===== config.mk =====
export PLATFORM = sky130hd
export DESIGN_NAME = lcd_four_digit_decoder_driver_flat
export DESIGN_NICKNAME = d
export VERILOG_FILES = /design/src/rtl/lcd_decoder_pkg.sv /design/src/rtl/lcd_bus_if.sv /design/src/rtl/lcd_four_digit_decoder_driver.sv /design/src/flat_wrapper.sv
export SDC_FILE = /design/constraint.sdc
export NUM_CORES = 1
export LEC_CHECK = 0
export BUFFER_PORTS_ARGS = -buffer_cell sky130_fd_sc_hd__buf_2
export CAP_MARGIN = 5
export CORE_MARGIN = 3
export CORE_UTILIZATION = 55
export DETAILED_ROUTE_END_ITERATION = 6
export MAX_ROUTING_LAYER = met4
export PLACE_DENSITY = 0.87
export SETUP_SLACK_MARGIN = 0.2
export SYNTH_ARGS = -nofsm -noshare
export SYNTH_HDL_FRONTEND = slang
export SYNTH_SLANG_ARGS = --single-unit

===== constraint.sdc =====
create_clock -name clock -period 4 [get_ports clock]
set_input_delay 0.8 -clock clock [delete_from_list [all_inputs] [get_ports clock]]
set_output_delay 0.8 -clock clock [all_outputs]
set_load 0.005 [all_outputs]

===== src/rtl/lcd_decoder_pkg.sv =====
package lcd_decoder_pkg;

  // display geometry
  localparam int DIGIT_COUNT     = 4;
  localparam int SEG_COUNT       = 7;
  localparam int VALUE_WIDTH     = 4;
  localparam int ADDR_WIDTH      = 2;

  // oscillator to backplane divide ratio and nominal rates
  localparam int BP_DIVIDE       = 128;
  localparam int OSC_FREQ_HZ     = 19000;
  localparam int BP_FREQ_HZ      = 150;
  localparam int CLOCK_FREQ_HZ   = 20000000;

  // slave sense filter: low shorter than this is ignored
  localparam int SENSE_IGNORE_NS = 1000;
  localparam int CLOCK_PERIOD_NS = 1000000000 / CLOCK_FREQ_HZ;
  localparam int SENSE_CYCLES    = (SENSE_IGNORE_NS + CLOCK_PERIOD_NS - 1) / CLOCK_PERIOD_NS;

  // internal oscillator half period in clock cycles (never longer than nominal, rounds down)
  localparam int OSC_HALF_CYCLES = CLOCK_FREQ_HZ / (2 * OSC_FREQ_HZ);

  // host strobe timing
  localparam int STROBE_LOW_NS   = 200;
  localparam int STROBE_GAP_NS   = 2000;
  localparam int STROBE_LOW_CYC  = (STROBE_LOW_NS + CLOCK_PERIOD_NS - 1) / CLOCK_PERIOD_NS;
  localparam int STROBE_GAP_CYC  = (STROBE_GAP_NS + CLOCK_PERIOD_NS - 1) / CLOCK_PERIOD_NS;

  // digit address codes
  localparam logic [1:0] ADDR_FOURTH = 2'h0;
  localparam logic [1:0] ADDR_THIRD  = 2'h1;
  localparam logic [1:0] ADDR_SECOND = 2'h2;
  localparam logic [1:0] ADDR_FIRST  = 2'h3;

  // segment order {g,f,e,d,c,b,a}
  localparam logic [6:0] SEG_BLANK = 7'h00;

  // value to segment image, dash and E H L P for ten to fourteen and blank for fifteen are in the table
  function automatic logic [6:0] seg_image(input logic [3:0] value);
    logic [6:0] img;
    img = SEG_BLANK;
    case (value)
      4'h0: img = 7'h3f;
      4'h1: img = 7'h06;
      4'h2: img = 7'h5b;
      4'h3: img = 7'h4f;
      4'h4: img = 7'h66;
      4'h5: img = 7'h6d;
      4'h6: img = 7'h7d;
      4'h7: img = 7'h07;
      4'h8: img = 7'h7f;
      4'h9: img = 7'h6f;
      4'ha: img = 7'h40; // dash
      4'hb: img = 7'h79; // E
      4'hc: img = 7'h76; // H
      4'hd: img = 7'h38; // L
      4'he: img = 7'h73; // P
      default: img = SEG_BLANK;
    endcase
    return img;
  endfunction : seg_image

  // address to digit slot (slot 0 is the first digit)
  function automatic logic [1:0] addr_to_slot(input logic [1:0] addr);
    return 2'h3 - addr;
  endfunction : addr_to_slot

endpackage : lcd_decoder_pkg


===== src/rtl/lcd_bus_if.sv =====
`timescale 1ns/1ns
interface lcd_bus_if;
  logic [3:0] value_bits;
  logic       digit_addr_low_bit;
  logic       digit_addr_high_bit;
  logic       select_strobe_a_n;
  logic       select_strobe_b_n;
  logic       osc_in_slave_sense;

  // host end drives the write strobes and data
  modport host (
    output value_bits,
    output digit_addr_low_bit,
    output digit_addr_high_bit,
    output select_strobe_a_n,
    output select_strobe_b_n,
    output osc_in_slave_sense
  );

  // decoder end only listens
  modport device (
    input value_bits,
    input digit_addr_low_bit,
    input digit_addr_high_bit,
    input select_strobe_a_n,
    input select_strobe_b_n,
    input osc_in_slave_sense
  );
endinterface : lcd_bus_if


===== src/rtl/lcd_four_digit_decoder_driver.sv =====
`timescale 1ns/1ns
module lcd_four_digit_decoder_driver
  import lcd_decoder_pkg::*;
(
  // clock and reset
  input  wire logic        clock,
  input  wire logic        sys_rst,
  // host side
  lcd_bus_if.device        bus,
  // common plane pin, three signals
  input  wire logic        common_plane_in,
  output logic             common_plane_out,
  output logic             common_plane_oe_n,
  // segment drive, seven bits per digit, bit 0 is segment a
  output logic [6:0]       digit_first,
  output logic [6:0]       digit_second,
  output logic [6:0]       digit_third,
  output logic [6:0]       digit_fourth,
  // status
  output logic             slave_mode
);

  // three-stage pin synchronisers: strobes, sense, plane; data sampled inside the window
  logic [2:0] cs_a_sync_reg;
  logic [2:0] cs_b_sync_reg;
  logic [2:0] sense_sync_reg;
  logic [2:0] plane_sync_reg;
  always_ff @(posedge clock)
  begin
    if (sys_rst)
    begin
      cs_a_sync_reg  <= 3'h7;
      cs_b_sync_reg  <= 3'h7;
      sense_sync_reg <= 3'h7;
      plane_sync_reg <= 3'h0;
    end
    else
    begin
      cs_a_sync_reg  <= {cs_a_sync_reg[1:0], bus.select_strobe_a_n};
      cs_b_sync_reg  <= {cs_b_sync_reg[1:0], bus.select_strobe_b_n};
      sense_sync_reg <= {sense_sync_reg[1:0], bus.osc_in_slave_sense};
      plane_sync_reg <= {plane_sync_reg[1:0], common_plane_in};
    end
  end

  // debounced levels change only when stages two and three agree
  logic cs_a_reg;
  logic cs_b_reg;
  logic sense_reg;
  logic plane_ext_reg;
  wire  cs_a_agree   = (cs_a_sync_reg[2] == cs_a_sync_reg[1]);
  wire  cs_b_agree   = (cs_b_sync_reg[2] == cs_b_sync_reg[1]);
  wire  sense_agree  = (sense_sync_reg[2] == sense_sync_reg[1]);
  wire  plane_agree  = (plane_sync_reg[2] == plane_sync_reg[1]);
  always_ff @(posedge clock)
  begin
    if (sys_rst)
    begin
      cs_a_reg      <= 1'b1;
      cs_b_reg      <= 1'b1;
      sense_reg     <= 1'b1;
      plane_ext_reg <= 1'b0;
    end
    else
    begin
      if (cs_a_agree) cs_a_reg <= cs_a_sync_reg[2];
      if (cs_b_agree) cs_b_reg <= cs_b_sync_reg[2];
      if (sense_agree) sense_reg <= sense_sync_reg[2];
      if (plane_agree) plane_ext_reg <= plane_sync_reg[2];
    end
  end

  // input latches follow the pins while both strobes are low
  logic [3:0] value_latch_reg;
  logic [1:0] addr_latch_reg;
  wire        both_low   = ~cs_a_reg & ~cs_b_reg;
  wire  [3:0] value_pins = bus.value_bits;
  wire  [1:0] addr_pins  = {bus.digit_addr_high_bit, bus.digit_addr_low_bit};
  always_ff @(posedge clock)
  begin
    if (sys_rst)
    begin
      value_latch_reg <= 4'hf;
      addr_latch_reg  <= 2'h0;
    end
    else if (both_low)
    begin
      value_latch_reg <= value_pins;
      addr_latch_reg  <= addr_pins;
    end
  end

  // commit on the first strobe rising out of the both-low window
  logic was_low_reg;
  always_ff @(posedge clock)
  begin
    if (sys_rst)
      was_low_reg <= 1'b0;
    else
      was_low_reg <= both_low;
  end
  wire        commit    = was_low_reg & ~both_low;
  wire  [1:0] slot      = addr_to_slot(addr_latch_reg);
  wire  [6:0] new_image = seg_image(value_latch_reg);

  // output latches, one per digit, blank after reset
  logic [6:0] image_reg [DIGIT_COUNT];
  always_ff @(posedge clock)
  begin
    if (sys_rst)
    begin
      for (int i = 0; i < DIGIT_COUNT; i++)
        image_reg[i] <= SEG_BLANK;
    end
    else if (commit)
      image_reg[slot] <= new_image;
  end

  // internal oscillator: toggles every OSC_HALF_CYCLES clocks
  localparam int OSC_W = $clog2(OSC_HALF_CYCLES + 1);
  localparam logic [OSC_W-1:0] OSC_LAST = OSC_W'(OSC_HALF_CYCLES - 1);
  logic [OSC_W-1:0] osc_cnt_reg;
  logic             osc_tick_reg;
  wire              osc_wrap = (osc_cnt_reg == OSC_LAST);
  always_ff @(posedge clock)
  begin
    if (sys_rst)
    begin
      osc_cnt_reg  <= '0;
      osc_tick_reg <= 1'b0;
    end
    else
    begin
      osc_cnt_reg  <= osc_wrap ? '0 : osc_cnt_reg + 1'b1;
      osc_tick_reg <= osc_wrap ? ~osc_tick_reg : osc_tick_reg;
    end
  end

  // divide oscillator by 128: bit 6 of a count of full oscillator periods
  logic [6:0] bp_div_reg;
  wire        osc_rise = osc_wrap & ~osc_tick_reg;
  always_ff @(posedge clock)
  begin
    if (sys_rst)
      bp_div_reg <= 7'h00;
    else if (osc_rise)
      bp_div_reg <= bp_div_reg + 7'h01;
  end
  wire bp_internal = bp_div_reg[6];

  // slave sense filter: low must persist SENSE_CYCLES before slave mode is taken
  localparam int SF_W = $clog2(SENSE_CYCLES + 1);
  localparam logic [SF_W-1:0] SF_LIMIT = SF_W'(SENSE_CYCLES);
  logic [SF_W-1:0] sense_cnt_reg;
  wire             sense_full = (sense_cnt_reg == SF_LIMIT);
  always_ff @(posedge clock)
  begin
    if (sys_rst)
      sense_cnt_reg <= '0;
    else if (sense_reg)
      sense_cnt_reg <= '0;
    else if (!sense_full)
      sense_cnt_reg <= sense_cnt_reg + 1'b1;
  end

  // plane selection and segment phase; all outputs registered
  wire       slave_next = sense_full;
  wire       plane_sel  = slave_next ? plane_ext_reg : bp_internal;
  always_ff @(posedge clock)
  begin
    if (sys_rst)
    begin
      slave_mode        <= 1'b0;
      common_plane_out  <= 1'b0;
      common_plane_oe_n <= 1'b0;
      digit_first       <= 7'h00;
      digit_second      <= 7'h00;
      digit_third       <= 7'h00;
      digit_fourth      <= 7'h00;
    end
    else
    begin
      slave_mode        <= slave_next;
      common_plane_out  <= bp_internal;
      common_plane_oe_n <= slave_next;
      digit_first       <= image_reg[0] ^ {SEG_COUNT{plane_sel}};
      digit_second      <= image_reg[1] ^ {SEG_COUNT{plane_sel}};
      digit_third       <= image_reg[2] ^ {SEG_COUNT{plane_sel}};
      digit_fourth      <= image_reg[3] ^ {SEG_COUNT{plane_sel}};
    end
  end

endmodule : lcd_four_digit_decoder_driver


===== src/flat_wrapper.sv =====
// flat-port wrapper written by rule: the top's interface ports become plain ports
module lcd_four_digit_decoder_driver_flat import lcd_decoder_pkg::*;
  (clock, sys_rst, common_plane_in, common_plane_out, common_plane_oe_n, digit_first, digit_second, digit_third, digit_fourth, slave_mode, bus_value_bits, bus_digit_addr_low_bit, bus_digit_addr_high_bit, bus_select_strobe_a_n, bus_select_strobe_b_n, bus_osc_in_slave_sense);
  lcd_bus_if bus_i ();
  input  wire logic clock;
  input  wire logic sys_rst;
  input  wire logic common_plane_in;
  output logic common_plane_out;
  output logic common_plane_oe_n;
  output logic [6:0] digit_first;
  output logic [6:0] digit_second;
  output logic [6:0] digit_third;
  output logic [6:0] digit_fourth;
  output logic slave_mode;
  input wire logic [$bits(bus_i.value_bits)-1:0] bus_value_bits;
  input wire logic [$bits(bus_i.digit_addr_low_bit)-1:0] bus_digit_addr_low_bit;
  input wire logic [$bits(bus_i.digit_addr_high_bit)-1:0] bus_digit_addr_high_bit;
  input wire logic [$bits(bus_i.select_strobe_a_n)-1:0] bus_select_strobe_a_n;
  input wire logic [$bits(bus_i.select_strobe_b_n)-1:0] bus_select_strobe_b_n;
  input wire logic [$bits(bus_i.osc_in_slave_sense)-1:0] bus_osc_in_slave_sense;
  assign bus_i.value_bits = bus_value_bits;
  assign bus_i.digit_addr_low_bit = bus_digit_addr_low_bit;
  assign bus_i.digit_addr_high_bit = bus_digit_addr_high_bit;
  assign bus_i.select_strobe_a_n = bus_select_strobe_a_n;
  assign bus_i.select_strobe_b_n = bus_select_strobe_b_n;
  assign bus_i.osc_in_slave_sense = bus_osc_in_slave_sense;
  lcd_four_digit_decoder_driver u_core (.clock(clock), .sys_rst(sys_rst), .bus(bus_i), .common_plane_in(common_plane_in), .common_plane_out(common_plane_out), .common_plane_oe_n(common_plane_oe_n), .digit_first(digit_first), .digit_second(digit_second), .digit_third(digit_third), .digit_fourth(digit_fourth), .slave_mode(slave_mode));
endmodule

==> run summary <==
FINAL LAYOUT
----------------------------------------------------------------------------------
Flip-flop count of the largest register, all copies and words added .           28
Count of antenna diodes in the layout ...............................            0
Post-layout net count ...............................................          447
Most common library cell in the layout ignoring fill and taps ....... sky130_fd_sc_hd__dfxtp_1
Fraction of final layout cells sized beyond drive strength 1 ........       19.58%
Post-route core utilization .........................................       64.08%
Most frequent cells in the layout ................................... 83 x sky130_fd_sc_hd__dfxtp_1, 51 x sky130_fd_sc_hd__nor2_1, 42 x sky130_fd_sc_hd__buf_2, 34 x sky130_fd_sc_hd__xor2_1, 29 x sky130_fd_sc_hd__and2_1
Area added between synthesis and finish .............................       10.32%

GRT
----------------------------------------------------------------------------------
Wire length of the first global-routing pass ........................     11.26 mm
Number of global-route vias before repair ...........................        2,536
Largest net degree at the start of global routing ...................           40
Antenna violations before repair ....................................            0
Global router's overall resource usage ..............................       16.88%
Total overflow reported by the global router ........................            0

CLOCK TREE
----------------------------------------------------------------------------------
Number of gates resized after cts ...................................            0
Number of buffers on the longest clock path .........................            2
CTS clock-pin slew for the worst setup and hold paths ...............       100 ps
TritonCTS clock tree ................................................          yes
H-tree level count ..................................................            3
Post-CTS Hold Buffers ...............................................            0
Post-CTS Repair Setup Buffers .......................................            0
Clock latency at the later pin of the worst-skew pair ...............       380 ps
Clock root buffer ................................................... sky130_fd_sc_hd__clkbuf_8
Cts bufs inserted ...................................................            9
Number of sinks on the clock net ....................................          111

STA
----------------------------------------------------------------------------------
Pin slew with the least headroom to its limit .......................      1190 ps
Fin Clk Skew ........................................................     12.30 ps
Final hold viol count ...............................................            0
Part of the cycle the worst path needs ..............................       61.53%
Final Worst Setup Slack .............................................      1539 ps
Number of max-slew violations in the final report ...................            0
Worst-case headroom to the max-slew limit ...........................       18.94%
Setup TNS ...........................................................         0 ps
Maximum operating frequency .........................................    406.3 MHz
Final setup violation count .........................................            0
Hold slack final ....................................................     414.4 ps
Minimum clock period ................................................      2461 ps
Setup repair after global routing missed its margin .................           no

PLACE
----------------------------------------------------------------------------------
Port Buf Inserts ....................................................           42
Routability Congestion ..............................................       0.8030
HPWL after detailed placement .......................................     4.747 mm
DP Worst Slack ......................................................      1182 ps

RUN
----------------------------------------------------------------------------------
MaxCap Viol Count ...................................................            0

DIE
----------------------------------------------------------------------------------
Vertical die dimension .............................................. 94.45 microns
Die width ........................................................... 94.45 microns
I/O pin total .......................................................           43
Floorplan row count .................................................           31
Core area ...........................................................   7408 sq um
Die Footprint .......................................................   8921 sq um
Starting density of the core ........................................       58.08%

WORST SETUP PATH
----------------------------------------------------------------------------------
R2r setup slk .......................................................      1540 ps
Depth of the worst register-to-register path ........................            6
Crit path launch type ...............................................    flip-flop
FF-to-FF Start ...................................................... u_core.cs_b_reg
Data arrival at the endpoint of the critical path ...................      2720 ps
End of the worst register-to-register path .......................... u_core.new_image[4]
Max FO, Critical Path ...............................................           10
Critical Path End Type ..............................................    flip-flop
Critical path start-end classification .............................. flip-flop to flip-flop
Worst Path Required .................................................      4250 ps

DRT
----------------------------------------------------------------------------------
Total via count in the routed design ................................        2,697
Met2 WL .............................................................     3.251 mm
Average vias per placed instance ....................................        5.108
Drt drc .............................................................            0
Routed metal-1 wire length ..........................................     3.130 mm
TritonRoute pass-1 iters ............................................            4
Count of antenna-violating nets left after detailed routing .........            0
Total Wirelength ....................................................     6.814 mm
First DRT Iteration DRCs ............................................           98
Highest routing layer actually used .................................         met4
Metal3 WL ...........................................................  317 microns
Average wire per standard cell ...................................... 12.91 microns

WORST HOLD PATH
----------------------------------------------------------------------------------
Min-delay worst type ................................................ flip-flop to flip-flop
Hold Path Sink ...................................................... u_core.cs_b_sync_reg[1]
Number of cells on the worst hold path ..............................            1
Hold Startpoint ..................................................... u_core.cs_b_sync_reg[0]

SYNTH
----------------------------------------------------------------------------------
Sequential cell area fraction in the yosys report ...................       58.16%
Syn Inst Count ......................................................          385
Count of state elements after synthesis .............................          111
Avg Inst Size Synth .................................................  11.18 sq um
Netlist Area Pre-Place ..............................................   4303 sq um
Ys Warns ............................................................            0
EDFF count, synth ...................................................           28
Commonest register cell after synthesis ............................. sky130_fd_sc_hd__dfxtp_1
Asr flop ratio synth ................................................           0%
Synthesized net count ...............................................          408
Yosys cell types ....................................................           48

POWER AND IR DROP
----------------------------------------------------------------------------------
Power density over the cells ........................................ 398.8 nW/um^2
Worst vdd rail ir drop ..............................................    0.1890 mV
Static leakage ......................................................  0.001938 uW

OUTCOME
----------------------------------------------------------------------------------
Outcome .............................................................    completed

[how the worst max path moves through the flow]
stage / start / endpoint
floorplan: bus_value_bits[0] / u_core.new_image[4]
global placement: sys_rst / u_core.new_image[4]
detailed placement: sys_rst / u_core.new_image[4]
CTS: u_core.cs_b_reg / u_core.new_image[4]
global route: u_core.cs_b_reg / u_core.new_image[4]
finish: u_core.cs_b_reg / u_core.new_image[4]
[where the power goes]
| part | internal (uW) | total (uW) | switching (uW) |
|---|---|---|---|
| combinational | 23.8 | 56.2 | 32.4 |
| clock | 247 | 651 | 403 |
| sequential | 1170 | 1190 | 11.5 |
| total | 1450 | 1890 | 447 |
[worst max-delay path, cell delays in order (launching register included)]
cell and delay [ps]:
sky130_fd_sc_hd__dfxtp_1 600, sky130_fd_sc_hd__nor2_2 130, sky130_fd_sc_hd__a211oi_2 600, sky130_fd_sc_hd__inv_1 150
sky130_fd_sc_hd__ha_1 340, sky130_fd_sc_hd__inv_1 60, sky130_fd_sc_hd__mux4_1 450
[final cells by class]
| class | instances | area, sq um |
|---|---|---|
| Fill cell | 571 | 2661 |
| Sequential cell | 111 | 2502 |
| Multi-Input combinational cell | 248 | 1664 |
| Timing Repair Buffer | 43 | 217.7 |
| Clock buffer | 9 | 123.9 |
| Tap cell | 99 | 123.9 |
| Clock inverter | 7 | 73.82 |
| Inverter | 11 | 41.29 |
[cell usage after synthesis (all sizes together), types with 3 or more instances]
| cell type | count | area share, % |
|---|---|---|
| nand2 | 16 | 1.4 |
| nor3 | 8 | 0.93 |
| buf | 13 | 2.3 |
| mux2i | 6 | 1.4 |
| nor2 | 52 | 4.6 |
| nor2b | 4 | 0.58 |
| xnor2 | 8 | 1.6 |
| ha | 11 | 3.2 |
| or2 | 12 | 1.8 |
| xor2 | 34 | 6.9 |
| nand3 | 7 | 0.81 |
| o21a | 3 | 0.52 |
| nor4 | 3 | 0.73 |
| or3 | 3 | 0.55 |
| edfxtp | 28 | 20 |
| inv | 11 | 0.96 |
| dfxtp | 83 | 39 |
| a21oi | 14 | 1.9 |
| nand4 | 3 | 0.44 |
| o21ai | 14 | 1.7 |
| and2 | 29 | 4.2 |
[metrics by stage]
step	power (uW)	instance area, sq um	cells
6_report	1893	4747	528
5_1_grt	1972	4747	528
3_5_place_dp	1269	4549	512
4_1_cts	1908	4747	528
2_1_floorplan	1244	4303	385
3_3_place_gp	1266	4549	512
[cell families (layout without fill, tap and decap cells)]
logic type | Yosys count | after routing | share of synthesized area [%]
xor+xnor | 42 | 42 | 8.549
compound gates | 40 | 40 | 6.135
mux | 8 | 8 | 2.268
flops | 111 | 111 | 58.16
simple gates | 147 | 147 | 18.23
buf+inv | 26 | 70 | 3.460
fa+ha+maj | 11 | 11 | 3.199
[per-layer routing]
metal,GRT usage (%),vias to the layer above
met4,7.572,0
met2,27.01,56
met3,4.064,7
li1,-,1356
met5,-,-
met1,20.34,1278
Note: power is estimated with default switching activity, not from simulation.
